`src/design/ccdrd_pkg.sv`:
```
// Package with timing constants, modes and states for the CCD readout sequencer
package ccdrd_pkg;
  localparam int CLK_MHZ = 200;
  localparam int CLK_PERIOD_PS = 5000;
  // Horizontal clock period limits, in ps
  localparam int HCLK_MIN_PS = 25000;
  localparam int HCLK_NOM_PS = 50000;
  localparam int HCLK_MAX_PS = 200000;
  localparam int HCLK_HALF_CYC = (HCLK_NOM_PS / CLK_PERIOD_PS) / 2;
  // Vertical edge skew limit, in ps
  localparam int VEDGE_SKEW_MAX_PS = 100000;
  localparam int VEDGE_SKEW_CYC = VEDGE_SKEW_MAX_PS / CLK_PERIOD_PS;
  // Fast dump gate delay, in ps
  localparam int FDUMP_DELAY_PS = 500000;
  localparam int FDUMP_DELAY_CYC = (FDUMP_DELAY_PS + CLK_PERIOD_PS - 1) / CLK_PERIOD_PS;
  // Vertical step time per row shift phase
  localparam int VSTEP_CYC = 8;
  // Row and column counts
  localparam int ROWS_PROG = 2048;
  localparam int ROWS_FIELD = 1024;
  localparam int VSHIFT_SUMMED = 1037;
  localparam int COLS = 2048;
  localparam int CNT_W = 12;
  localparam logic [CNT_W-1:0] CNT_ONE = 12'h001;
  localparam logic [CNT_W-1:0] CNT_ZERO = 12'h000;
  typedef enum logic [1:0] {
    CCDRD_MODE_PROG = 2'b00,
    CCDRD_MODE_SUMMED = 2'b01,
    CCDRD_MODE_NONSUM = 2'b10
  } ccdrd_mode_e;
  typedef enum logic [2:0] {
    CCDRD_IDLE = 3'b000,
    CCDRD_DUMP = 3'b001,
    CCDRD_XFER = 3'b010,
    CCDRD_VSHIFT = 3'b011,
    CCDRD_HREAD = 3'b100,
    CCDRD_NEXTF = 3'b101
  } ccdrd_state_e;
endpackage

```
`src/design/ccdrd_hclk_gen.sv`:
```
// Horizontal clock generator producing a fixed-period single-phase drive
module ccdrd_hclk_gen
  import ccdrd_pkg::*;
(
  input wire logic clk_sys,
  input wire logic rst,
  input wire logic run,
  output logic hclk,
  output logic pixel_done
);
  logic [CNT_W-1:0] div;
  logic [CNT_W-1:0] next_div;
  logic next_hclk;
  logic next_pixel_done;

  // Half period divider, nominal horizontal period
  always_comb begin
    next_div = div;
    next_hclk = hclk;
    next_pixel_done = 1'b0;
    if (!run) begin
      next_div = CNT_ZERO;
      next_hclk = 1'b0;
    end else if (div == CNT_W'(HCLK_HALF_CYC - 1)) begin
      next_div = CNT_ZERO;
      next_hclk = ~hclk;
      next_pixel_done = hclk;
    end else begin
      next_div = div + CNT_ONE;
    end
  end

  always_ff @(posedge clk_sys) begin
    if (rst) begin
      div <= CNT_ZERO;
      hclk <= 1'b0;
      pixel_done <= 1'b0;
    end else begin
      div <= next_div;
      hclk <= next_hclk;
      pixel_done <= next_pixel_done;
    end
  end
endmodule

```
`src/design/ccdrd_seq.sv`:
```
// Readout sequencer driving the CCD vertical, horizontal and dump pins
module ccdrd_seq
  import ccdrd_pkg::*;
(
  input wire logic clk_sys,
  input wire logic rst,
  input wire logic start,
  input wire logic [1:0] mode,
  output logic v1,
  output logic v2,
  output logic v2_xfer,
  output logic xfer_odd,
  output logic fast_dump,
  output logic hclk,
  output logic line_valid,
  output logic field_odd,
  output logic busy,
  output logic frame_done
);
  ccdrd_state_e state;
  ccdrd_state_e next_state;
  ccdrd_mode_e cur_mode;
  ccdrd_mode_e next_cur_mode;
  logic [CNT_W-1:0] tmr;
  logic [CNT_W-1:0] next_tmr;
  logic [CNT_W-1:0] rows;
  logic [CNT_W-1:0] next_rows;
  logic [CNT_W-1:0] pix;
  logic [CNT_W-1:0] next_pix;
  logic next_v1, next_v2, next_v2_xfer, next_xfer_odd, next_fast_dump;
  logic next_line_valid, next_field_odd, next_busy, next_frame_done;
  logic h_run;
  logic h_clk_int;
  logic h_pix_done;

  // Row shifts per field for a mode
  function automatic logic [CNT_W-1:0] shifts_for(input ccdrd_mode_e m);
    case (m)
      CCDRD_MODE_PROG: shifts_for = CNT_W'(ROWS_PROG - 1);
      CCDRD_MODE_SUMMED: shifts_for = CNT_W'(VSHIFT_SUMMED - 1);
      default: shifts_for = CNT_W'(ROWS_FIELD - 1);
    endcase
  endfunction

  assign h_run = (state == CCDRD_HREAD);

  ccdrd_hclk_gen u_hclk (
    .clk_sys(clk_sys),
    .rst(rst),
    .run(h_run),
    .hclk(h_clk_int),
    .pixel_done(h_pix_done)
  );

  always_comb begin
    next_state = state;
    next_cur_mode = cur_mode;
    next_tmr = tmr;
    next_rows = rows;
    next_pix = pix;
    next_v1 = v1;
    next_v2 = v2;
    next_v2_xfer = 1'b0;
    next_xfer_odd = xfer_odd;
    next_fast_dump = 1'b0;
    next_line_valid = 1'b0;
    next_field_odd = field_odd;
    next_busy = 1'b1;
    next_frame_done = 1'b0;
    case (state)
      CCDRD_IDLE: begin
        next_busy = 1'b0;
        if (start) begin
          next_cur_mode = (mode == 2'h1) ? CCDRD_MODE_SUMMED :
                          (mode == 2'h2) ? CCDRD_MODE_NONSUM : CCDRD_MODE_PROG;
          next_field_odd = 1'b0;
          next_busy = 1'b1;
          next_fast_dump = 1'b1;
          next_tmr = CNT_ZERO;
          next_state = CCDRD_DUMP;
        end
      end
      CCDRD_DUMP: begin
        // Hold off vertical edges after dump
        if (tmr == CNT_W'(FDUMP_DELAY_CYC - 1)) begin
          next_tmr = CNT_ZERO;
          next_v2_xfer = 1'b1;
          next_xfer_odd = (cur_mode == CCDRD_MODE_NONSUM) && field_odd;
          next_state = CCDRD_XFER;
        end else begin
          next_tmr = tmr + CNT_ONE;
        end
      end
      CCDRD_XFER: begin
        next_rows = shifts_for(cur_mode);
        next_tmr = CNT_ZERO;
        next_state = CCDRD_VSHIFT;
      end
      CCDRD_VSHIFT: begin
        // Both vertical phases toggle on the same edge
        next_tmr = tmr + CNT_ONE;
        if (tmr == CNT_W'(VSTEP_CYC - 1)) begin
          next_v1 = ~v1;
          next_v2 = ~v2;
          next_tmr = CNT_ZERO;
          if (v1) begin
            next_pix = CNT_ZERO;
            next_state = CCDRD_HREAD;
          end
        end
      end
      CCDRD_HREAD: begin
        next_line_valid = 1'b1;
        if (h_pix_done) begin
          next_pix = pix + CNT_ONE;
          if (pix == CNT_W'(COLS - 1)) begin
            next_line_valid = 1'b0;
            if (rows == CNT_ZERO) begin
              next_state = CCDRD_NEXTF;
            end else begin
              next_rows = rows - CNT_ONE;
              next_state = CCDRD_VSHIFT;
            end
          end
        end
      end
      CCDRD_NEXTF: begin
        // Interlaced: odd field follows even
        if (cur_mode != CCDRD_MODE_PROG && !field_odd) begin
          next_field_odd = 1'b1;
          next_fast_dump = 1'b1;
          next_tmr = CNT_ZERO;
          next_state = CCDRD_DUMP;
        end else begin
          next_frame_done = 1'b1;
          next_busy = 1'b0;
          next_state = CCDRD_IDLE;
        end
      end
      default: next_state = CCDRD_IDLE;
    endcase
  end

  always_ff @(posedge clk_sys) begin
    if (rst) begin
      state <= CCDRD_IDLE;
      cur_mode <= CCDRD_MODE_PROG;
      tmr <= CNT_ZERO;
      rows <= CNT_ZERO;
      pix <= CNT_ZERO;
      v1 <= 1'b0;
      v2 <= 1'b0;
      v2_xfer <= 1'b0;
      xfer_odd <= 1'b0;
      fast_dump <= 1'b0;
      hclk <= 1'b0;
      line_valid <= 1'b0;
      field_odd <= 1'b0;
      busy <= 1'b0;
      frame_done <= 1'b0;
    end else begin
      state <= next_state;
      cur_mode <= next_cur_mode;
      tmr <= next_tmr;
      rows <= next_rows;
      pix <= next_pix;
      v1 <= next_v1;
      v2 <= next_v2;
      v2_xfer <= next_v2_xfer;
      xfer_odd <= next_xfer_odd;
      fast_dump <= next_fast_dump;
      hclk <= h_clk_int;
      line_valid <= next_line_valid;
      field_odd <= next_field_odd;
      busy <= next_busy;
      frame_done <= next_frame_done;
    end
  end
endmodule

```
`config.mk`:
```
export PLATFORM = sky130hd
export DESIGN_NAME = ccdrd_seq
export DESIGN_NICKNAME = d
export VERILOG_FILES = /design/src/design/ccdrd_pkg.sv /design/src/design/ccdrd_hclk_gen.sv /design/src/design/ccdrd_seq.sv
export SDC_FILE = /design/constraint.sdc
export NUM_CORES = 1
export LEC_CHECK = 0
export BUFFER_PORTS_ARGS = -buffer_cell sky130_fd_sc_hd__buf_2
export CAP_MARGIN = 0
export CORE_MARGIN = 2
export CORE_UTILIZATION = 41
export CTS_CLUSTER_DIAMETER = 40
export DETAILED_ROUTE_END_ITERATION = 12
export HOLD_SLACK_MARGIN = 0.08
export PLACE_DENSITY = 0.58
export SYNTH_ARGS = -nofsm -noshare
export SYNTH_HDL_FRONTEND = slang
export SYNTH_SLANG_ARGS = --single-unit
```
`constraint.sdc`:
```
create_clock -name clk_sys -period 2.9 [get_ports clk_sys]
set_clock_uncertainty 0.1 [all_clocks]
set_input_delay 0.29 -clock clk_sys [delete_from_list [all_inputs] [get_ports clk_sys]]
set_output_delay 0.29 -clock clk_sys [all_outputs]
set_load 0.005 [all_outputs]
```
==> metrics.txt, run 1 <==
synth unique cells=63; core footprint=just under 0.008 mm^2; FF-to-FF path depth=6; worst skew pair latency=0.34 ns; DR vias=2764; Cells after Synth=a little under 400; DRC viols=0; top-area cell type share of the netlist area=0.391; total CTS buffers=9; Post-DRT Antenna Nets=0; crit-path max FO=6; Rel. slew slack=0.553; FMAX=461 MHz; Cell Area, Synth=approximately 0.0033 mm^2; die footprint=about 0.0088 mm^2; proportion of layout cells with a drive suffix above 1=0.119; H-tree depth=3; pwr dens=783 mW/mm^2; first-pass GRT wire length=between 10000 and 15000 um; ranking of synthesized cells by area=dfxtp_1, nor2_1, xor2_1, o21ai_0, a21oi_1; DR pass1 iterations=4; IO Port Bufs=14; Worst-path clk slew=0.08 ns; measured slew at the worst slew-check pin=0.664 ns; Place WS=between 0.7 and 0.8 ns; GP Congestion=0.783; GR Util All Layers=0.171; asr flop ratio synth=0; Setup Buffers After CTS=0; Area growth syn-to-layout=10.0%; final WL=7030 um; Sequential Area=0.00130 mm^2; critical path data required time=between 3 and 4 ns; Hold Path Class=in2reg; First DRT Iteration DRCs=roughly 110; Startpoint Class=register; largest net degree at the start of global routing=30; wire per inst=13.7 um; Warnings, synthesis=0; RSZ-0062 raised after global routing=no; Ant. Diodes=0; largest area contributor in the netlist=dfxtp_1; Final Worst Setup Slack=0.730 ns; min Tclk post-route=2.17 ns; Slew Limit Fails=0; final hold vios=0; smallest hold slack=0.112 ns; post-synthesis register bit count=65; CTS Sinks=between 60 and 70; Post-DP HPWL=4940 um; layout net count=~420; # Max-Cap Violations=0; die height=94.1 um; final core occ=0.469; Rows=32; post-CTS sizing=0; Worst Path Arrival=2.30 ns; Cells on Worst Hold Path=3; Mapped Nets=407; CTS tree=done; Die X=94.1 um; clock root cell=clkbuf_8; footprint of the multi-input gates=0.00189 mm^2; number of flops mapped to enable cells by yosys=0; CP Capture Type=register; status=complete, no violations; ys flop type=dfxtp_1; initial antenna violation count=0; syn avg cell area=around 8.4 um^2; vias in the first global route=2519; Vias/cell=5.39; CTS max path bufs=2; Final Setup Violations=0; final setup TNS=0 ns; P_leak=~1.3 nW; Crit Path Category=reg2reg; total global routing overflow=0; register area share after synthesis=0.391; maximum VDD drop=0.407 mV; cts hold-fix bufs=0; Ports=15; Initial Util=0.426; number of fill cells=790; Tcrit/Tclk final=0.748
-- metrics by stage --
| stage | instance area, um^2 | cells | power [mW] |
|---|---|---|---|
| floorplan | 3330 | 396 | 1.92 |
| global placement | 3460 | 498 | 2.10 |
| detailed placement | 3460 | 498 | 2.11 |
| CTS | 3660 | 513 | 2.88 |
| global route | 3660 | 513 | 3.07 |
| finish | 3660 | 513 | 2.87 |
-- cells in the mapped netlist (5+ instances only) --
| library cell | number |
|---|---|
| dfxtp_1 | 65 |
| nor3_1 | 17 |
| nand2_1 | 23 |
| nor4b_1 | 5 |
| nand4_1 | 6 |
| xnor2_1 | 11 |
| ha_1 | 6 |
| xor2_1 | 20 |
| nor4_1 | 5 |
| nand2b_1 | 5 |
| a31oi_1 | 7 |
| or3_1 | 6 |
| clkbuf_1 | 12 |
| nor2_1 | 63 |
| inv_1 | 12 |
| and3_1 | 6 |
| nand3_1 | 17 |
| o21ai_0 | 21 |
| and2_1 | 5 |
| a21oi_1 | 20 |
-- critical path, cell delays in order, from the launching register on --
cell and delay [ns]:
dfxtp_1 0.38, ha_1 0.24, nor4bb_1 0.37, a31oi_1 0.13, a21o_1 0.23, or3_1 0.34, o32ai_1 0.28
-- cells in the final DEF (no fill, tap or decap), drive strengths merged, types with 7 or more instances in the layout --
cell type,netlist,routed
buf,6,18
nor2,63,63
clkbuf,12,11
a21oi,20,20
a31oi,7,7
dfxtp,65,65
and3,7,7
xnor2,11,11
nor3,17,17
inv,12,12
nand3,17,17
nand2,23,23
xor2,20,20
o21ai,24,24
nand4,7,7
nor4,9,9
-- report_power, final --
group	switching, mW	leakage (nW)	internal [mW]
Sequential	0.158	0.526	0.984
Combinational	0.576	0.713	0.378
Clock	0.352	0.0916	0.418
-- cell families after synthesis --
family	after synthesis	share of synthesized area
adder cells (fa/ha/maj)	6	0.0226
flip-flops	65	0.391
AO/OA/AOI/OAI	77	0.146
multiplexers	2	0.00602
buffers and inverters	30	0.0406
AND/OR/NAND/NOR	185	0.312
XOR/XNOR	31	0.0816
-- metal layers --
metal / vias to the layer above / global-route usage / part of all wire
met3: 8 / 0.0345 / 0.025
li1: 1429 / - / -
met2: 29 / 0.252 / 0.44
met5: - / 0 / 0
met1: 1298 / 0.239 / 0.52
met4: 0 / 0.0761 / 0.013
-- sequential cells by signal, summed over array words and instances, names as in the netlist --
name               flops
v1                     1
cur_mode               2
v2                     1
u_hclk.pixel_done      1
pix                   12
line_valid             1
tmr                   12
u_hclk.div            12
field_odd              1
xfer_odd               1
v2_xfer                1
busy                   1
rows                  12
frame_done             1
hclk                   1
fast_dump              1
state                  3
u_hclk.hclk            1
-- cell type report --
class	count	share of cell area
flip-flops and latches	65	0.356
repair buffers	18	0.0274
clock inverters	4	0.0147
inverters	12	0.0123
multi-input cells	301	0.516
clock buffers	11	0.0386
well taps	102	0.0349
-- final timing paths --
path / from / to / slack [ns]
max reg2reg: tmr[0] / state[1] / 0.73
min reg2reg: u_hclk.hclk / u_hclk.pixel_done / 0.36
max: tmr[0] / state[1] / 0.73
min: mode[0] / cur_mode[0] / 0.11
Note: power is estimated with default switching activity, not from simulation.
==> inputs of run 2 (changes only) <==
--- a/config.mk
+++ b/config.mk
@@ -5,6 +5,7 @@
 export SDC_FILE = /design/constraint.sdc
 export NUM_CORES = 1
 export LEC_CHECK = 0
+export ABC_AREA = 1
 export BUFFER_PORTS_ARGS = -buffer_cell sky130_fd_sc_hd__buf_2
 export CAP_MARGIN = 0
 export CORE_MARGIN = 2
==> constraint.sdc (replaced) <==
create_clock -name clk_sys -period 2.3 [get_ports clk_sys]
set_clock_uncertainty 0.1 [all_clocks]
set_input_delay 0.23 -clock clk_sys [delete_from_list [all_inputs] [get_ports clk_sys]]
set_output_delay 0.23 -clock clk_sys [all_outputs]
set_load 0.005 [all_outputs]
==> metrics.txt, run 2 <==
status=complete, no violations (unchanged); Non-Filler Instances=666 (was 513); Setup crit start=tmr[0] (unchanged); Ports=15 (unchanged); FF-to-FF setup slack=0.29 ns (was 0.73 ns); P_leak=1.55 nW (was 1.33 nW); core footprint=0.00826 mm^2 (was 0.00781 mm^2); First DRT Iteration DRCs=133 (was 112); largest net degree at the start of global routing=21 (was 30); Worst Path Arrival=2.13 ns (was 2.30 ns); commonest non-fill, non-tap cell in the layout=nand2_1 (was dfxtp_1); Area growth syn-to-layout=9.70% (was 10.0%); post-synthesis register bit count=65 (unchanged); CP Capture Type=register (unchanged); first-pass GRT wire length=13900 um (was 11900 um); Mapped Nets=548 (was 407); Tcrit/Tclk final=0.873 (was 0.748); Rel. slew slack=0.612 (was 0.553); DRC viols=0 (unchanged); commonest non-fill, non-tap cells in the layout=nand2_1, nor2_1, dfxtp_1 (was dfxtp_1, nor2_1, nand2_1); CTS tree=done (unchanged); placed insts=651 (was 498); Vias/cell=4.98 (was 5.39); maximum VDD drop=0.265 mV (was 0.407 mV); pwr dens=848 mW/mm^2 (was 783 mW/mm^2); CTS Sinks=65 (unchanged); measured slew at the worst slew-check pin=0.578 ns (was 0.664 ns); Die X=96.7 um (was 94.1 um); Slew Limit Fails=0 (unchanged); layout net count=570 (was 418); count leader, synth=nand2_1 (was dfxtp_1); Crit Path Category=reg2reg (unchanged); total global routing overflow=0 (unchanged); Rows=33 (was 32); top-area cell type share of the netlist area=0.369 (was 0.391); Startpoint Class=register (unchanged); FMAX=498 MHz (was 461 MHz); wire per inst=11.8 um (was 13.7 um); die height=96.7 um (was 94.1 um); total CTS buffers=9 (unchanged); # Max-Cap Violations=0 (unchanged); Ant. Diodes=0 (unchanged); CTS max path bufs=2 (unchanged); GR Util All Layers=0.175 (was 0.171); Initial Util=0.427 (was 0.426); die footprint=0.00935 mm^2 (was 0.00885 mm^2); Setup Buffers After CTS=0 (unchanged); register area share after synthesis=0.369 (was 0.391); Cells after Synth=537 (was 396); Post-DRT Antenna Nets=0 (unchanged); H-tree depth=3 (unchanged); Final Setup Violations=0 (unchanged); synth unique cells=38 (was 63); Post-DP HPWL=5660 um (was 4940 um); vias in the first global route=3061 (was 2519); synth cell count leaders=nand2_1, nor2_1, dfxtp_1, inv_1, a21oi_1 (was dfxtp_1, nor2_1, nand2_1, o21ai_0); proportion of layout cells with a drive suffix above 1=0.0856 (was 0.119); Warnings, synthesis=0 (unchanged); Worst-path clk slew=0.07 ns (was 0.08 ns); clock root cell=clkbuf_8 (unchanged); CP Capture Point=tmr[4] (was state[1]); final WL=7880 um (was 7030 um); IO Port Bufs=14 (unchanged); DR vias=3314 (was 2764); worst skew pair latency=0.34 ns (about the same); min Tclk post-route=2.01 ns (was 2.17 ns); FF-to-FF path depth=10 (was 6); final hold vios=0 (unchanged); Hold Path Class=in2reg (unchanged); Cell Area, Synth=0.00352 mm^2 (was 0.00333 mm^2); RR Endpoint=tmr[4] (was state[1]); asr flop ratio synth=0 (unchanged); reg2reg start=tmr[0] (unchanged); ranking of synthesized cells by area=dfxtp_1, nand2_1, nor2_1, inv_1, a21oi_1 (was dfxtp_1, nor2_1, xor2_1, o21ai_0, a21oi_1); largest area contributor in the netlist=dfxtp_1 (unchanged); DR pass1 iterations=4 (unchanged); initial antenna violation count=0 (unchanged); ys flop type=dfxtp_1 (unchanged); number of flops mapped to enable cells by yosys=0 (unchanged); final setup TNS=0 ns (unchanged); syn avg cell area=6.56 um^2 (was 8.40 um^2); crit-path max FO=7 (was 6); GP Congestion=0.862 (was 0.783); RSZ-0062 raised after global routing=no (unchanged); critical path data required time=2.42 ns (was 3.03 ns)
[run 2: timing repair]
item                                    CTS  global route
resized for setup                         0             1
endpoints found under the hold margin     1             0
hold buffers                              2             0
endpoints found under the setup margin    0             5
[run 2: worst min-delay path by stage]
stage                   from             to  cells after the start
3_3_place_gp        xfer_odd       xfer_odd                      2
5_1_grt                  rst    cur_mode[1]                      2
3_5_place_dp   u_hclk.div[0]  u_hclk.div[0]                      1
6_report                 rst        rows[3]                      2
2_1_floorplan        mode[1]    cur_mode[1]                      2
4_1_cts                  rst        rows[3]                      2
[run 2: layout make-up]
type / count / area, um^2
Sequential cell: 65 / 1300
Inverter: 58 / 220
Tap cell: 105 / 131
Clock inverter: 1 / 5.00
Clock buffer: 12 / 145
Multi-Input combinational cell: 400 / 1900
Timing Repair Buffer: 25 / 158
Fill cell: 905 / 4390
[run 2: critical path: stages, from the launching register on]
cell      delay (ns)
dfxtp_1         0.37
ha_1            0.21
nand2_1         0.09
clkinv_1        0.08
nand2_1         0.05
nor2_1          0.24
nand2_1         0.08
nand2_1         0.06
nand2_1         0.16
o21ai_0         0.37
nor2_1          0.09
[run 2: power by group]
| part | total, mW | switching (mW) | internal, mW | leakage [nW] |
|---|---|---|---|---|
| registers | 1.34 | 0.108 | 1.23 | 0.527 |
| clock network | 0.816 | 0.414 | 0.402 | 0.0782 |
| logic | 1.12 | 0.724 | 0.397 | 0.943 |
| total | 3.28 | 1.25 | 2.03 | 1.55 |
[run 2: per-layer routing]
layer	share of wire	track usage	vias up
li1	-	-	1757
met1	0.50	0.238	1500
met2	0.44	0.279	51
met3	0.042	0.0390	6
met4	0.0090	0.0509	0
met5	0	0	-
[run 2: metrics by stage]
stage          setup WS [ns]  cell area (um^2)  power [mW]  hold WS [ns]  utilization
2_1_floorplan          0.640              3520        2.23         0.290            -
4_1_cts                0.258              3860        3.30         0.120        0.468
3_3_place_gp           0.262              3690        2.46         0.333        0.447
3_5_place_dp           0.268              3690        2.47         0.343        0.447
6_report               0.291              3860        3.28         0.129        0.468
5_1_grt               0.0109              3860        3.53         0.124        0.468
[run 2: logic make-up after synthesis]
| group | synth area share |
|---|---|
| simple gates | 0.366 |
| flops | 0.369 |
| buf+inv | 0.0902 |
| xor+xnor | 0.0398 |
| fa+ha+maj | 0.0213 |
| compound gates | 0.113 |
==> inputs of run 3 (changes only) <==
--- a/config.mk
+++ b/config.mk
@@ -6,6 +6,7 @@
 export NUM_CORES = 1
 export LEC_CHECK = 0
 export ABC_AREA = 1
+export ABC_CLOCK_PERIOD_IN_PS = 2070
 export BUFFER_PORTS_ARGS = -buffer_cell sky130_fd_sc_hd__buf_2
 export CAP_MARGIN = 0
 export CORE_MARGIN = 2
==> constraint.sdc (replaced) <==
create_clock -name clk_sys -period 2.07 [get_ports clk_sys]
set_clock_uncertainty 0.1 [all_clocks]
set_input_delay 0.207 -clock clk_sys [delete_from_list [all_inputs] [get_ports clk_sys]]
set_output_delay 0.207 -clock clk_sys [all_outputs]
set_load 0.005 [all_outputs]
==> metrics.txt, run 3 (same netlist as run 2, synthesis figures left out) <==
status=complete, no violations (unchanged); Vias/cell=4.87 (was 4.98); IO Port Bufs=14 (unchanged); DR vias=3287 (was 3314); Rows=33 (unchanged); critical path data required time=2.28 ns (was 2.42 ns); pwr dens=1000 mW/mm^2 (was 848 mW/mm^2); P_leak=1.61 nW (was 1.55 nW); final hold vios=0 (unchanged); DRC viols=0 (unchanged); FMAX=544 MHz (was 498 MHz); final setup TNS=0 ns (unchanged); FF-to-FF path depth=8 (was 10); # Max-Cap Violations=0 (unchanged); Hold Path Class=in2reg (unchanged); Non-Filler Instances=675 (was 666); GP Congestion=0.864 (was 0.862); Worst-path clk slew=0.08 ns (was 0.07 ns); total global routing overflow=0 (unchanged); Ports=15 (unchanged); Worst path slowest cell=dfxtp_1 (unchanged); largest net degree at the start of global routing=19 (was 21); Die X=96.7 um (unchanged); proportion of layout cells with a drive suffix above 1=0.107 (was 0.0856); min Tclk post-route=1.84 ns (was 2.01 ns); CTS Sinks=65 (unchanged); first-pass GRT wire length=13800 um (was 13900 um); Post-DRT Antenna Nets=0 (unchanged); Crit Path Category=reg2reg (unchanged); Tcrit/Tclk final=0.888 (was 0.873); Area growth syn-to-layout=13.3% (was 9.70%); DR pass1 iterations=4 (unchanged); Ant. Diodes=0 (unchanged); First DRT Iteration DRCs=83 (was 133); crit-path max FO=8 (was 7); clock root cell=clkbuf_8 (unchanged); Slew Limit Fails=0 (unchanged); commonest non-fill, non-tap cells in the layout=nand2_1, nor2_1, dfxtp_1 (unchanged); initial antenna violation count=0 (unchanged); total CTS buffers=9 (unchanged); Final Setup Violations=0 (unchanged); Worst path most repeated cell=inv_1 (was nand2_1); placed inst area=0.00374 mm^2 (was 0.00369 mm^2); commonest non-fill, non-tap cell in the layout=nand2_1 (unchanged); wire per inst=11.4 um (was 11.8 um); RSZ-0062 raised after global routing=no (unchanged); vias in the first global route=3047 (was 3061); Post-DP HPWL=5640 um (was 5660 um); die height=96.7 um (unchanged); Worst Path Arrival=2.04 ns (was 2.13 ns); final WL=7670 um (was 7880 um); critical-path cell list=inv_1 -> nor2_1 -> nand2_1 -> nand3b_1 -> inv_1 -> o211ai_1 -> nand2_1 -> inv_1 (was ha_1 -> nand2_1 -> clkinv_1 -> nand2_1 -> nor2_1 -> nand2_1 -> nand2_1 -> nand2_1 -> o21ai_0 -> nor2_1); layout net count=576 (was 570); Startpoint Class=register (unchanged); Rel. slew slack=0.643 (was 0.612); Worst path max stage delay=0.43 ns (was 0.37 ns); Place WS=0.157 ns (was 0.268 ns); final instance area=0.00399 mm^2 (was 0.00386 mm^2); Tot Pwr=4.00 mW (was 3.28 mW); worst skew pair latency=0.35 ns (was 0.34 ns); core footprint=0.00826 mm^2 (unchanged); Cells on Worst Hold Path=2 (unchanged); die footprint=0.00935 mm^2 (unchanged); maximum VDD drop=0.427 mV (was 0.265 mV); GR Util All Layers=0.177 (was 0.175); measured slew at the worst slew-check pin=0.532 ns (was 0.578 ns); CP Capture Type=register (unchanged); Final Worst Setup Slack=0.232 ns (was 0.291 ns); H-tree depth=3 (unchanged); CTS max path bufs=2 (unchanged); Initial Util=0.427 (unchanged); placed insts=657 (was 651); CTS tree=done (unchanged)
-- run 3: cell types whose count changed in the layout (fill, tap and decap cells not counted), sizes merged --
| cell | before | now |
|---|---|---|
| clkbuf | 12 | 11 |
| clkinvlp | 0 | 1 |
| buf | 23 | 29 |
| bufinv | 0 | 2 |
| clkinv | 2 | 3 |
-- run 3: critical path: cells and delay by family (launching register included) --
kind	cells	cell delay [ns]
buffers and inverters	3	0.40
AOI/OAI and AO/OA	1	0.21
and+or+nand+nor	4	0.65
DFF	1	0.43
-- run 3: worst paths after layout --
check	start	slack, ns	to
worst max-delay path	state[2]	0.23	tmr[5]
worst min-delay path	rst	0.10	busy
worst max register to register	state[2]	0.23	tmr[5]
worst min register to register	u_hclk.div[0]	0.35	u_hclk.div[0]
-- run 3: routing by layer --
layer  GRT usage  part of all wire  vias to the layer above
met2       0.271              0.44                       45
met1       0.240              0.51                     1459
met3      0.0542             0.039                        9
met4      0.0520             0.013                        0
met5           0                 0                        -
li1            -                 -                     1774
-- run 3: what timing repair did --
action,in CTS,in global routing
hold endpoints to repair,1,0
hold buffers,2,0
resized for setup,0,3
endpoints found under the setup margin,0,6
setup buffers,0,0
-- run 3: final cells by class --
class	count	area, um^2
well taps	105	131
flip-flops and latches	65	1300
clock buffers	11	151
multi-input cells	400	1910
inverters	58	218
fillers	866	4270
repair buffers	31	203
clock inverters	5	77.6
-- run 3: power by group --
part	internal [mW]	total [mW]	switching (mW)
logic	0.469	1.26	0.796
registers	1.37	1.48	0.118
clock network	0.740	1.25	0.514
total	2.58	4.00	1.43
-- run 3: per-stage QoR --
stage	hold WS [ns]	utilization
after floorplan	0.267	-
after global placement	0.331	0.452
after detailed placement	0.337	0.452
after CTS	0.0930	0.483
after global routing	0.108	0.483
final	0.104	0.483
